===== src/hw/crcu_pkg.sv =====
// Constants for the clock and reset configuration unit.
// Assumes a 32-bit APB slave port with byte strobes, one clock.
package crcu_pkg;
    // ------------------------------------------------------------
    // Register byte offsets
    // ------------------------------------------------------------
    localparam logic [7:0] CRCU_OFF_RSTSRC = 8'h24;
    localparam logic [7:0] CRCU_OFF_AHBRST = 8'h28;
    localparam logic [7:0] CRCU_OFF_CFG = 8'h2C;
    localparam logic [7:0] CRCU_OFF_DSV = 8'h34;
    // ------------------------------------------------------------
    // Field positions
    // ------------------------------------------------------------
    localparam int CRCU_FLAG_LSB = 26;
    localparam int CRCU_FLAG_N = 6;
    localparam int CRCU_RESET_FLAG_CLEAR_BIT = 24;
    localparam int CRCU_LSI_STB_BIT = 1;
    localparam int CRCU_LSI_EN_BIT = 0;
    localparam int CRCU_USB_RST_BIT = 12;
    localparam int CRCU_I2SB_BIT = 18;
    localparam int CRCU_I2SA_BIT = 17;
    localparam int CRCU_PDA_SRC_BIT = 16;
    localparam int CRCU_PLLC_LSB = 12;
    localparam int CRCU_PLLB_LSB = 8;
    localparam int CRCU_PDB_LSB = 4;
    localparam int CRCU_PDA_LSB = 0;
    // ------------------------------------------------------------
    // Reset values and writable masks
    // ------------------------------------------------------------
    localparam logic [5:0] CRCU_FLAG_RST = 6'h03;
    localparam logic [31:0] CRCU_RSTSRC_RST = 32'h0C000000;
    localparam logic [31:0] CRCU_AHBRST_RST = 32'h00000000;
    localparam logic [31:0] CRCU_CFG_RST = 32'h00000000;
    localparam logic [31:0] CRCU_DSV_RST = 32'h00000000;
    localparam logic [31:0] CRCU_AHBRST_WMASK = 32'h00001000;
    localparam logic [31:0] CRCU_CFG_WMASK = 32'h0007FFFF;
    localparam logic [31:0] CRCU_DSV_WMASK = 32'h00000003;
    // Multiplier decode: lowest legal code, top code and its factor
    localparam logic [3:0] CRCU_MF_MIN = 4'h6;
    localparam logic [3:0] CRCU_MF_TOP = 4'hF;
    localparam logic [4:0] CRCU_MF_OFS = 5'h02;
    localparam logic [4:0] CRCU_MF_TOP_FAC = 5'h14;
endpackage


===== src/hw/crcu_top.sv =====
// Clock and reset configuration unit: register file and control outputs.
// Assumes an APB4 master on pclk; reset sources and oscillator ready are
// asynchronous and are synchronised here.
// Operation
// - Writing one to reset_flag_clear clears all reset-cause flags; zero leaves them.
// - lsirc_stable_flag is set by hardware when the slow oscillator is stable.
// - lsirc_enable is software read/write and switches the slow oscillator.
// - usb_fs_reset high holds the USB full-speed controller in reset.
// - i2s_b_clk_select picks system clock or twice pll_c_clock.
// - i2s_a_clk_select picks system clock or twice pll_c_clock.
// - prediv_a_src_select picks high_speed_crystal or pll_b_clock.
// - pll_c_mult codes 6..14 give 8..16, code 15 gives 20, rest reserved.
// - pll_b_mult uses the same multiplier coding.
// - prediv_b_factor divides its input by field plus one.
// - prediv_a_factor divides its selected input by field plus one.
// - prediv_a_factor bit 0 is shared storage with clock_config_reg0 bit 17.
// - deep_sleep_core_volt selects 1.2V, 1.1V, 1.0V or 0.9V.
// - All registers accept byte, half-word and word accesses.
// - USB reset, PLL config and voltage registers reset to zero.
// - Cause flags 31..26 set by their reset source, cleared only by reset_flag_clear.
// - Cause register resets to 0x0C000000; flags only on power reset.
//
// Design decision made here: the APB slave port.
`timescale 1ns/1ps
module crcu_top #(
    parameter int FLAG_N = crcu_pkg::CRCU_FLAG_N
) (
    input wire logic pclk,
    input wire logic presetn,
    input wire logic power_resetn,
    input wire logic ce,
    input wire logic psel,
    input wire logic penable,
    input wire logic pwrite,
    input wire logic [7:0] paddr,
    input wire logic [31:0] pwdata,
    input wire logic [3:0] pstrb,
    output logic pready,
    output logic [31:0] prdata,
    output logic pslverr,
    input wire logic [FLAG_N-1:0] reset_event,
    input wire logic lsirc_ready,
    input wire logic cfg0_bit17_we,
    input wire logic cfg0_bit17_wdata,
    output logic lsirc_enable,
    output logic usb_fs_reset,
    output logic i2s_b_clk_select,
    output logic i2s_a_clk_select,
    output logic prediv_a_src_select,
    output logic [3:0] prediv_a_factor,
    output logic [4:0] prediv_a_divisor,
    output logic [4:0] prediv_b_divisor,
    output logic [4:0] pll_b_factor,
    output logic [4:0] pll_c_factor,
    output logic [1:0] deep_sleep_core_volt
);
    // ------------------------------------------------------------
    // Multiplier decode, used for both PLLs; zero marks reserved
    // ------------------------------------------------------------
    function automatic logic [4:0] crcu_mf_decode(input logic [3:0] code);
        logic [4:0] f;
        f = 5'h00;
        if (code == crcu_pkg::CRCU_MF_TOP)
            f = crcu_pkg::CRCU_MF_TOP_FAC;
        else if (code >= crcu_pkg::CRCU_MF_MIN)
            f = {1'b0, code} + crcu_pkg::CRCU_MF_OFS;
        return f;
    endfunction

    // ------------------------------------------------------------
    // Registers
    // ------------------------------------------------------------
    logic [FLAG_N-1:0] flags_r;
    logic [FLAG_N-1:0] evt_s1_r;
    logic [FLAG_N-1:0] evt_s2_r;
    logic lsi_s1_r;
    logic lsi_s2_r;
    logic reset_flag_clear_r;
    logic lsi_en_r;
    logic lsi_stb_r;
    logic [31:0] ahbrst_r;
    logic [31:0] cfg_r;
    logic [31:0] dsv_r;
    logic pready_r;
    logic [31:0] prdata_r;
    logic pslverr_r;
    logic [4:0] pda_div_r;
    logic [4:0] pdb_div_r;
    logic [4:0] pllb_fac_r;
    logic [4:0] pllc_fac_r;

    // ------------------------------------------------------------
    // Address decode and byte-lane write mask
    // ------------------------------------------------------------
    wire logic sel_rst = (paddr == crcu_pkg::CRCU_OFF_RSTSRC);
    wire logic sel_ahb = (paddr == crcu_pkg::CRCU_OFF_AHBRST);
    wire logic sel_cfg = (paddr == crcu_pkg::CRCU_OFF_CFG);
    wire logic sel_dsv = (paddr == crcu_pkg::CRCU_OFF_DSV);
    wire logic mapped = sel_rst | sel_ahb | sel_cfg | sel_dsv;
    // Write commits only at the edge where pready is seen high
    wire logic commit = ce & psel & penable & pready_r;
    wire logic wr_ok = commit & pwrite & mapped;
    wire logic [31:0] lane_m = {{8{pstrb[3]}}, {8{pstrb[2]}}, {8{pstrb[1]}}, {8{pstrb[0]}}};

    // Merged write values; reserved bits masked off
    // reserved bits
    wire logic [31:0] ahb_m = lane_m & crcu_pkg::CRCU_AHBRST_WMASK;
    wire logic [31:0] cfg_m = lane_m & crcu_pkg::CRCU_CFG_WMASK;
    wire logic [31:0] dsv_m = lane_m & crcu_pkg::CRCU_DSV_WMASK;
    wire logic [31:0] ahb_nxt = (ahbrst_r & ~ahb_m) | (pwdata & ahb_m);
    wire logic [31:0] dsv_nxt = (dsv_r & ~dsv_m) | (pwdata & dsv_m);
    wire logic [31:0] cfg_bus = (cfg_r & ~cfg_m) | (pwdata & cfg_m);
    wire logic cfg_bus_we = wr_ok & sel_cfg;
    // shared divider bit: bus write wins over the other register
    wire logic pda0_nxt = cfg_bus_we & pstrb[0] ? pwdata[crcu_pkg::CRCU_PDA_LSB]
                        : cfg0_bit17_we ? cfg0_bit17_wdata : cfg_r[crcu_pkg::CRCU_PDA_LSB];
    wire logic [31:0] cfg_nxt = {(cfg_bus_we ? cfg_bus[31:1] : cfg_r[31:1]), pda0_nxt};
    wire logic rst_we0 = wr_ok & sel_rst & pstrb[0];
    wire logic rst_we3 = wr_ok & sel_rst & pstrb[3];

    // clear request; hardware set wins over the clear
    wire logic [FLAG_N-1:0] flags_nxt = (reset_flag_clear_r ? '0 : flags_r) | evt_s2_r;

    // Read mux; unmapped reads as zero with an error
    wire logic [31:0] rst_rd = {flags_r, 1'b0, reset_flag_clear_r, 22'h000000, lsi_stb_r, lsi_en_r};
    wire logic [31:0] rd_mux = sel_rst ? rst_rd
                             : sel_ahb ? ahbrst_r
                             : sel_cfg ? cfg_r
                             : sel_dsv ? dsv_r : 32'h00000000;

    // ------------------------------------------------------------
    // Power-domain part: cause flags and their synchronisers
    // ------------------------------------------------------------
    // flags survive system reset; power reset loads CRCU_FLAG_RST, reset_flag_clear clears them
    always_ff @(posedge pclk or negedge power_resetn)
    begin
        if (!power_resetn)
        begin
            evt_s1_r <= '0;
            evt_s2_r <= '0;
            flags_r <= crcu_pkg::CRCU_FLAG_RST;
        end
        else if (ce)
        begin
            evt_s1_r <= reset_event;
            evt_s2_r <= evt_s1_r;
            flags_r <= flags_nxt;
        end
    end

    // ------------------------------------------------------------
    // System-reset registers
    // ------------------------------------------------------------
    // zero reset values
    always_ff @(posedge pclk or negedge presetn)
    begin
        if (!presetn)
        begin
            ahbrst_r <= crcu_pkg::CRCU_AHBRST_RST;
            cfg_r <= crcu_pkg::CRCU_CFG_RST;
            dsv_r <= crcu_pkg::CRCU_DSV_RST;
            reset_flag_clear_r <= 1'b0;
            lsi_en_r <= 1'b0;
        end
        else if (ce)
        begin
            if (wr_ok & sel_ahb)
                ahbrst_r <= ahb_nxt;
            cfg_r <= cfg_nxt;
            if (wr_ok & sel_dsv)
                dsv_r <= dsv_nxt;
            if (rst_we0)
                lsi_en_r <= pwdata[crcu_pkg::CRCU_LSI_EN_BIT];
            if (rst_we3)
                reset_flag_clear_r <= pwdata[crcu_pkg::CRCU_RESET_FLAG_CLEAR_BIT];
        end
    end

    // Oscillator ready sync; a disabled oscillator never reads stable
    always_ff @(posedge pclk or negedge presetn)
    begin
        if (!presetn)
        begin
            lsi_s1_r <= 1'b0;
            lsi_s2_r <= 1'b0;
            lsi_stb_r <= 1'b0;
        end
        else if (ce)
        begin
            lsi_s1_r <= lsirc_ready;
            lsi_s2_r <= lsi_s1_r;
            lsi_stb_r <= lsi_s2_r & lsi_en_r;
        end
    end

    // Decoded factors, registered so outputs come from flops
    always_ff @(posedge pclk or negedge presetn)
    begin
        if (!presetn)
        begin
            pda_div_r <= 5'h01;
            pdb_div_r <= 5'h01;
            pllb_fac_r <= 5'h00;
            pllc_fac_r <= 5'h00;
        end
        else if (ce)
        begin
            pda_div_r <= {1'b0, cfg_r[crcu_pkg::CRCU_PDA_LSB +: 4]} + 5'h01;
            pdb_div_r <= {1'b0, cfg_r[crcu_pkg::CRCU_PDB_LSB +: 4]} + 5'h01;
            pllb_fac_r <= crcu_mf_decode(cfg_r[crcu_pkg::CRCU_PLLB_LSB +: 4]);
            pllc_fac_r <= crcu_mf_decode(cfg_r[crcu_pkg::CRCU_PLLC_LSB +: 4]);
        end
    end

    // APB answer: one wait state, data captured in the wait cycle
    always_ff @(posedge pclk or negedge presetn)
    begin
        if (!presetn)
        begin
            pready_r <= 1'b0;
            prdata_r <= 32'h00000000;
            pslverr_r <= 1'b0;
        end
        else if (ce)
        begin
            pready_r <= psel & penable & ~pready_r;
            prdata_r <= (psel & penable & ~pready_r & ~pwrite) ? rd_mux : 32'h00000000;
            pslverr_r <= psel & penable & ~pready_r & ~mapped;
        end
    end

    // ------------------------------------------------------------
    // Outputs
    // ------------------------------------------------------------
    assign pready = pready_r;
    assign prdata = prdata_r;
    assign pslverr = pslverr_r;
    assign lsirc_enable = lsi_en_r;
    // reset held while bit is one
    assign usb_fs_reset = ahbrst_r[crcu_pkg::CRCU_USB_RST_BIT];
    assign i2s_b_clk_select = cfg_r[crcu_pkg::CRCU_I2SB_BIT];
    assign i2s_a_clk_select = cfg_r[crcu_pkg::CRCU_I2SA_BIT];
    assign prediv_a_src_select = cfg_r[crcu_pkg::CRCU_PDA_SRC_BIT];
    assign prediv_a_factor = cfg_r[crcu_pkg::CRCU_PDA_LSB +: 4];
    assign prediv_a_divisor = pda_div_r;
    assign prediv_b_divisor = pdb_div_r;
    assign pll_b_factor = pllb_fac_r;
    assign pll_c_factor = pllc_fac_r;
    assign deep_sleep_core_volt = dsv_r[1:0];

    // ------------------------------------------------------------
    // Checks
    // ------------------------------------------------------------
    flag_clear_a: assert property (
        @(posedge pclk) disable iff (!presetn || !power_resetn)
        (ce && reset_flag_clear_r && evt_s2_r == '0) |=> flags_r == '0)
        else $error("cause flags not cleared");
    flag_set_a: assert property (
        @(posedge pclk) disable iff (!power_resetn)
        (ce && evt_s2_r[0]) |=> flags_r[0])
        else $error("cause flag set lost");
    flag_hold_a: assert property (
        @(posedge pclk) disable iff (!presetn || !power_resetn)
        (ce && !reset_flag_clear_r && flags_r[1]) |=> flags_r[1])
        else $error("cause flag dropped without clear");
    lsi_stable_a: assert property (
        @(posedge pclk) disable iff (!presetn)
        (ce && !lsi_en_r) |=> !lsi_stb_r)
        else $error("stable flag set while oscillator off");
    usb_reset_a: assert property (
        @(posedge pclk) disable iff (!presetn)
        (wr_ok && sel_ahb && pstrb[1] && pwdata[12]) |=> usb_fs_reset)
        else $error("usb reset not applied");
    apb_answer_a: assert property (
        @(posedge pclk) disable iff (!presetn)
        (ce && psel && penable && !pready_r) |=> pready_r ##1 (!pready_r || !ce))
        else $error("apb answer timing wrong");
    mult_top_a: assert property (
        @(posedge pclk) disable iff (!presetn)
        (ce && cfg_r[15:12] == 4'hF) |=> pll_c_factor == 5'h14)
        else $error("top multiplier code not twenty");
    mult_low_a: assert property (
        @(posedge pclk) disable iff (!presetn)
        (ce && cfg_r[11:8] == 4'h6) |=> pll_b_factor == 5'h08)
        else $error("lowest multiplier code not eight");
    div_b_a: assert property (
        @(posedge pclk) disable iff (!presetn)
        (ce && cfg_r[7:4] == 4'hF) |=> prediv_b_divisor == 5'h10)
        else $error("divider code fifteen not sixteen");
    shared_bit_a: assert property (
        @(posedge pclk) disable iff (!presetn)
        (ce && cfg0_bit17_we && !(cfg_bus_we && pstrb[0]))
        |=> prediv_a_factor[0] == $past(cfg0_bit17_wdata))
        else $error("shared divider bit not written");
    reserved_rd_a: assert property (
        @(posedge pclk) disable iff (!presetn)
        (pready_r && sel_dsv) |-> prdata_r[31:2] == 30'h00000000)
        else $error("reserved bits read nonzero");
endmodule


===== config.mk =====
export PLATFORM = sky130hd
export DESIGN_NAME = crcu_top
export DESIGN_NICKNAME = d
export VERILOG_FILES = /design/src/hw/crcu_pkg.sv /design/src/hw/crcu_top.sv
export SDC_FILE = /design/constraint.sdc
export NUM_CORES = 1
export LEC_CHECK = 0
export BUFFER_PORTS_ARGS = -buffer_cell sky130_fd_sc_hd__buf_2
export CORE_UTILIZATION = 51
export DETAILED_ROUTE_END_ITERATION = 8
export MAX_ROUTING_LAYER = met4
export PLACE_DENSITY_LB_ADDON = 0.25
export SETUP_SLACK_MARGIN = 0.3
export SLEW_MARGIN = 20
export SYNTH_ARGS = -nofsm -noshare
export SYNTH_HDL_FRONTEND = slang
export SYNTH_SLANG_ARGS = --single-unit

===== constraint.sdc =====
create_clock -name pclk -period 1.8 [get_ports pclk]
set_clock_uncertainty 0.1 [all_clocks]
set_input_delay 0 -clock pclk [delete_from_list [all_inputs] [get_ports pclk]]
set_output_delay 0 -clock pclk [all_outputs]
set_load 0.01 [all_outputs]

==> run_results.csv, run 1 <==
group,metric,value,unit
global_route,grt_use_total,22.58,%
final_layout,final_core_util,70.66,%
worst_hold_path,hold_class,"in2async",
clocking,htreeDepth,3,
final_layout,fin_area,0.005207,mm2
timing,fmax,662.0,MHz
pwr,pwr-share-comb,9.2,%
global_route,grt_overflow,0,
route,wl,8561,um
clocking,cts.sinks,93,
clocking,clk_pin_slew,0.10,ns
pwr,p_int,0.003026,W
route,viasPerCell,5.262,
final_layout,fillCellCount,570,
critical_path,crit_family,"simple AND/OR/NAND/NOR gates",
global_route,grt_pass1_wl,14060,um
critical_path,worstReg2RegStart,"pready",
place,hpwl,5789,um
route,drt_pre_antenna_iters,4,
global_route,grt_max_degree,40,
synthesis,ys_seq_area_share,59.01,%
pwr,power.share.switching,24.89,%
floorplan,start_util,53.63,%
global_route,grt_pass1_vias,2939,
place,port_buffers,106,
synthesis,syn_area_per_cell,13.22,um2
status,status,"finished clean",
critical_path,crit_type,"reg2reg",
pwr,pwr_density_cell,773.7,mW/mm2
place,gp_congestion,0.8199,
timing,hold_viol_final,0,
final_layout,areaGrowthSynthToFinish,31.75,%
clocking,worstSkewPairLatency,0.35,ns
critical_path,ff2ff_setup_slack,0.29,ns
floorplan,die_y,90.04,um
route,drc_errors,0,
synthesis,yosys_register_bits,93,
timing,slew_violations,0,
pwr,leakage,2.632,nW
floorplan,num_rows,31,
global_route,antenna_found_initial,0,
final_layout,layout.nets,509,
critical_path,crit_path_start_kind,"register",
critical_path,end_kind,"register",
clocking,cts_root_buf,"clkbuf_8",
timing,setup_tns,0,ns
synthesis,ys_warn_count,0,
pwr,p_sw,0.001003,W
timing,setup_violations,0,
critical_path,crit_buf_inv,1,
clocking,clk_path_buf_depth,2,
critical_path,cp.arrival,1.65,ns
synthesis,synth_area_leader_cell,"dfrtp_1",
critical_path,path_max_fanout,6,
pwr,power.share.clock,36.1,%
synthesis,synth_edf_count,0,
synthesis,synth_area_leaders,"dfrtp_1 56%, mux2_2 9.1%, a22o_1 6.4%",
route,ant_nets,0,
route,vias,2889,
timing,period_share,83.93,%
floorplan,dieArea,0.008106,mm2
clocking,cts_tree,"done",
floorplan,die_x,90.04,um
floorplan,pin_count,125,
pwr,pwr-share-seq,54.7,%
job,drv_cap,0,
critical_path,slowest_delay,0.43,ns
timing,max_slew.worst_pin.slew,0.6949,ns
pwr,peakVddDrop,0.5273,mV
critical_path,crit_chain,"nand3_2 -> nor2_4 -> and3_4 -> buf_6 -> mux2_4",
final_layout,diodes,0,
floorplan,coreArea,0.007370,mm2
synthesis,synthCells,299,
route,drtIter0Drc,86,
timing,max-slew-margin-rel,53.52,%
final_layout,drive_above_1_share,42.67,%
synthesis,synth_ff_type,"dfrtp_1",
synthesis,synth_top_area_share,56.35,%
timing,rsz0062_at_grt,"yes",
route,wl_per_cell,15.59,um
synthesis,synth_cell_types,48,
synthesis,syn_area,0.003953,mm2
synthesis,async_flop_share,100.0,%
timing,layout_min_cycle_time,1.511,ns
critical_path,r2r_cells,5,
critical_path,slowest_stage,"dfrtp_2",
critical_path,worstPathRequired,1.94,ns
clocking,numCtsBuffers,9,
place,dpl_cell_area,0.004559,mm2
synth_stat cells, types with 2 or more instances:
cell type,count
and3_1,5
dfstp_2,4
nor2_1,12
or4b_4,2
buf_2,2
a22oi_1,2
mux2_2,32
xnor2_1,3
mux2_1,2
nand3_1,7
nor2b_1,2
o21ai_0,9
nand2_1,13
ha_1,4
xor2_1,3
a22o_1,29
buf_4,12
nand4_1,4
o2bb2ai_1,3
a21oi_1,9
buf_6,2
a221o_1,2
clkbuf_1,4
dfrtp_1,89
mux2_4,8
a31oi_1,2
inv_1,7
nor4_1,2
buf_1,5
final cells by class:
type | instances | area (um2) | share of cell area, %
Sequential cell | 93 | 2333 | 44.81
Timing Repair Buffer | 156 | 1036 | 19.89
Multi-Input combinational cell | 177 | 1475 | 28.33
Tap cell | 99 | 123.9 | 2.379
Inverter | 8 | 30.03 | 0.5766
Clock buffer | 9 | 123.9 | 2.379
Clock inverter | 7 | 85.08 | 1.634
layer usage:
metal | part of all wire, % | up-vias | track usage [%]
li1 | - | 1373 | -
met4 | 2.6 | 0 | 10.08
met5 | 0 | - | -
met1 | 45 | 1398 | 29.69
met2 | 47 | 97 | 34.54
met3 | 4.9 | 21 | 3.976
worst max path at each step:
| stage | startpoint | end | slack [ns] | cells after the start |
|---|---|---|---|---|
| CTS | pready | prdata[4] | 0.29 | 4 |
| global route | pready | register | 0.25 | 5 |
| detailed placement | paddr[1] | register | 0.07 | 6 |
| floorplan | paddr[1] | register | 0.26 | 5 |
| finish | pready | register | 0.29 | 5 |
| global placement | paddr[1] | register | 0.09 | 6 |
through the flow:
stage          total power, W  setup WS (ns)  hold WS, ns  instances
2_1_floorplan        0.002390         0.2629      -0.3956        304
4_1_cts              0.004074         0.2927     0.001093        548
5_1_grt              0.004200         0.2481      0.04968        549
3_3_place_gp         0.002535        0.09252      -0.1647        493
3_5_place_dp         0.002544        0.07302      -0.1570        493
6_report             0.004029         0.2893      0.04973        549
cells in the final DEF, fill, tap and decap left out, types with 4 or more instances in the layout:
cell	count
conb_1	6
nor2_1	10
a21oi_1	9
nand4_1	4
clkbuf_8	9
buf_2	105
o21ai_0	9
dfrtp_1	88
inv_6	4
dlygate4sd3_1	38
mux2_2	32
a22o_1	29
dfstp_2	4
mux2_4	8
inv_1	7
nand2_1	13
nand3_1	6
buf_4	9
and3_1	4
ha_1	4
repair_timing:
action,4_1_cts,5_1_grt
buffers inserted,1,1
endpoints found under the hold margin,126,0
pin swaps,0,3
resized for setup,3,9
hold buffers,38,0
setup endpoints to repair,46,32
logic make-up after synthesis:
group	count (synthesis)	share of synthesized area, %
DFF	93	59.01
AOI/OAI and AO/OA	61	11.65
xor gates and xnor gates	6	1.330
other	1	0.09488
and+or+nand+nor	57	8.579
adders and majority gates	4	1.266
muxes	43	12.98
buffers and inverters	34	5.096
power by group through the flow:
stage	clock network [W]	registers (W)	logic, W
CTS	0.00150	0.00220	0.000369
finish	0.00146	0.00220	0.000370
detailed placement	0	0.00224	0.000300
global placement	0	0.00224	0.000294
floorplan	0	0.00225	0.000144
global route	0.00158	0.00221	0.000405
No activity file was read; power rests on OpenSTA's default activity.
==> run 2, diff against run 1 <==
--- a/config.mk
+++ b/config.mk
@@ -5,6 +5,7 @@
 export SDC_FILE = /design/constraint.sdc
 export NUM_CORES = 1
 export LEC_CHECK = 0
+export ABC_AREA = 1
 export BUFFER_PORTS_ARGS = -buffer_cell sky130_fd_sc_hd__buf_2
 export CORE_UTILIZATION = 51
 export DETAILED_ROUTE_END_ITERATION = 8
==> constraint.sdc (replaced) <==
create_clock -name pclk -period 1.5 [get_ports pclk]
set_clock_uncertainty 0.1 [all_clocks]
set_input_delay 0 -clock pclk [delete_from_list [all_inputs] [get_ports pclk]]
set_output_delay 0 -clock pclk [all_outputs]
set_load 0.01 [all_outputs]
==> run_results.csv, run 2 <==
group,metric,value,unit
synthesis,yosys_register_bits,93,
global_route,antenna_found_initial,0,
critical_path,r2r_cells,7,
clocking,cts_tree,"done",
synthesis,synth_top_area_share,54.10,%
critical_path,ff2ff_setup_slack,0.02,ns
place,hpwl,6782,um
critical_path,crit_family,"simple AND/OR/NAND/NOR gates",
worst_hold_path,hold_path_end,"pll_b_factor[3]",
route,wl_per_cell,15.32,um
final_layout,mostFrequentLayoutCell,"nand2_1",
synthesis,ys_seq_area_share,56.66,%
global_route,grt_pass1_vias,3679,
final_layout,mostFrequentLayoutCells,"124 x nand2_1, 105 x buf_2, 84 x dfrtp_1",
route,viasPerCell,5.266,
place,dpl.cell_count,645,
critical_path,cp.arrival,1.62,ns
clocking,worstSkewPairLatency,0.36,ns
synthesis,syn_area,0.004116,mm2
global_route,grt_pass1_wl,17110,um
critical_path,worstReg2RegStart,"pready",
worst_hold_path,worstHoldPathCells,3,
synthesis,syn_area_per_cell,9.292,um2
timing,fmax,676.1,MHz
synthesis,synth_edf_count,0,
floorplan,coreArea,0.007767,mm2
timing,period_share,98.60,%
synthesis,synth_area_leader_cell,"dfrtp_1",
pwr,power.share.clock,34.9,%
final_layout,drive_above_1_share,39.19,%
route,ant_nets,0,
floorplan,start_util,53.00,%
route,vias,3802,
critical_path,crit_start,"pready",
floorplan,num_rows,32,
route,wl,11060,um
clocking,clk_pin_slew,0.09,ns
timing,hold_viol_final,0,
place,port_buffers,106,
critical_path,end_kind,"register",
critical_path,worstPathRequired,1.64,ns
clocking,htreeDepth,3,
global_route,grt_max_degree,34,
final_layout,diodes,0,
floorplan,dieArea,0.008435,mm2
synthesis,ys_warn_count,0,
floorplan,die_y,91.84,um
place,gp_congestion,0.8825,
synthesis,synth_ff_type,"dfrtp_1",
pwr,peakVddDrop,0.4783,mV
floorplan,die_x,91.84,um
route,drc_errors,0,
timing,setup_tns,0,ns
synthesis,synthCells,443,
timing,layout_min_cycle_time,1.479,ns
critical_path,r2r-end,"reset_flag_clear_r",
worst_hold_path,worst_hold_startpoint,"ce",
critical_path,slowest_delay,0.44,ns
status,status,"finished clean",
timing,setup_violations,0,
final_layout,layout.nets,679,
pwr,leakage,3.128,nW
pwr,pwr_density_cell,812.5,mW/mm2
clocking,clk_path_buf_depth,2,
synthesis,synth.most_common_cell,"nand2_1",
worst_hold_path,hold_class,"in2reg",
pwr,power.share.switching,25.01,%
pwr,p_int,0.003556,W
critical_path,crit_chain,"nand3_4 -> nor2_4 -> inv_2 -> a21oi_4 -> nand3_2 -> nand2_1 -> o21ai_1",
route,drt_pre_antenna_iters,5,
pwr,pwr-share-seq,55.0,%
clocking,cts.sinks,93,
synthesis,synth_cell_types,43,
pwr,pwr-share-comb,10.1,%
synthesis,synth_area_leaders,"dfrtp_1 54%, nand2_1 12%, o21ai_0 5.0%",
critical_path,crit_path_start_kind,"register",
job,drv_cap,0,
floorplan,pin_count,125,
timing,slew_violations,0,
timing,rsz0062_at_grt,"yes",
clocking,numCtsBuffers,9,
route,drtIter0Drc,223,
final_layout,areaGrowthSynthToFinish,41.79,%
critical_path,crit_buf_inv,1,
critical_path,slowest_stage,"dfrtp_2",
synthesis,synth_commonest_cells,"135 x nand2_1, 89 x dfrtp_1, 41 x o21ai_0, 38 x inv_1, 32 x nand3_1",
critical_path,crit_type,"reg2reg",
global_route,grt_use_total,26.59,%
global_route,grt_overflow,0,
critical_path,path_max_fanout,5,
pwr,p_sw,0.001186,W
synthesis,async_flop_share,100.0,%
final_layout,fin_cells,722,
clocking,cts_root_buf,"clkbuf_8",
## run 2: power by group through the flow
stage / combinational (W) / sequential [W] / clock (W)
floorplan: 0.000170 / 0.00266 / 0
global placement: 0.000355 / 0.00265 / 0
detailed placement: 0.000365 / 0.00266 / 0
CTS: 0.000466 / 0.00261 / 0.00167
global route: 0.000531 / 0.00262 / 0.00177
finish: 0.000478 / 0.00261 / 0.00166
## run 2: timing repair
item	4_1_cts	5_1_grt
setup buffers	15	6
cloned	4	0
hold buffers	36	0
endpoints found under the setup margin	52	56
pin swaps	12	22
endpoints found under the hold margin	125	0
resized for setup	33	38
## run 2: layout make-up
cell class | instances | area (um2)
Inverter | 42 | 158.9
Sequential cell | 93 | 2338
Multi-Input combinational cell | 289 | 1739
Clock inverter | 5 | 58.81
Fill cell | 544 | 1931
Clock buffer | 11 | 131.4
Timing Repair Buffer | 180 | 1282
Tap cell | 102 | 127.6
## run 2: how the worst max path moves through the flow
stage / endpoint / slack (ns) / cells past startpoint
after CTS: register / 0.08 / 7
final: reset_flag_clear_r / 0.02 / 7
after global routing: register / -0.05 / 7
after floorplan: lsirc_enable / 0.19 / 7
after global placement: register / 0.11 / 7
after detailed placement: register / 0.07 / 7
## run 2: through the flow
| stage | util (%) | cell area (um2) | hold slack [ns] | power (W) | setup slack [ns] |
|---|---|---|---|---|---|
| 2_1_floorplan | - | 4200 | -0.3956 | 0.002830 | 0.1889 |
| 4_1_cts | 73.05 | 5674 | 0.008924 | 0.004743 | 0.07593 |
| 5_1_grt | 75.15 | 5837 | 0.05938 | 0.004915 | -0.04609 |
| 6_report | 75.15 | 5837 | 0.02985 | 0.004743 | 0.02097 |
| 3_3_place_gp | 62.21 | 4832 | -0.1681 | 0.003009 | 0.1093 |
| 3_5_place_dp | 62.21 | 4832 | -0.1615 | 0.003021 | 0.07441 |
## run 2: worst reg2reg max path, delay by kind of cell, from the launching register on
kind,cells,cell delay [ns]
AO/OA/AOI/OAI,2,0.27
AND/OR/NAND/NOR,4,0.51
buffers and inverters,1,0.07
flip-flops,1,0.44
## run 2: routing by layer
layer / up-vias / part of all wire (%) / routed length, um / GRT usage [%]
met5: - / 0 / 0 / -
met4: 0 / 2.7 / 303 / 8.984
met3: 26 / 5.0 / 550 / 3.814
met2: 147 / 51 / 5587 / 42.72
met1: 1846 / 42 / 4618 / 34.92
li1: 1783 / - / - / -
## run 2: kinds of logic (layout without fill, tap and decap cells)
group,count (synthesis),after routing,synth area share [%]
adders and majority gates,4,4,1.216
xor gates and xnor gates,1,1,0.2128
buffers and inverters,69,238,7.994
and+or+nand+nor,200,203,22.31
AOI/OAI and AO/OA,75,75,11.52
other,1,6,0.09110
DFF,93,93,56.66
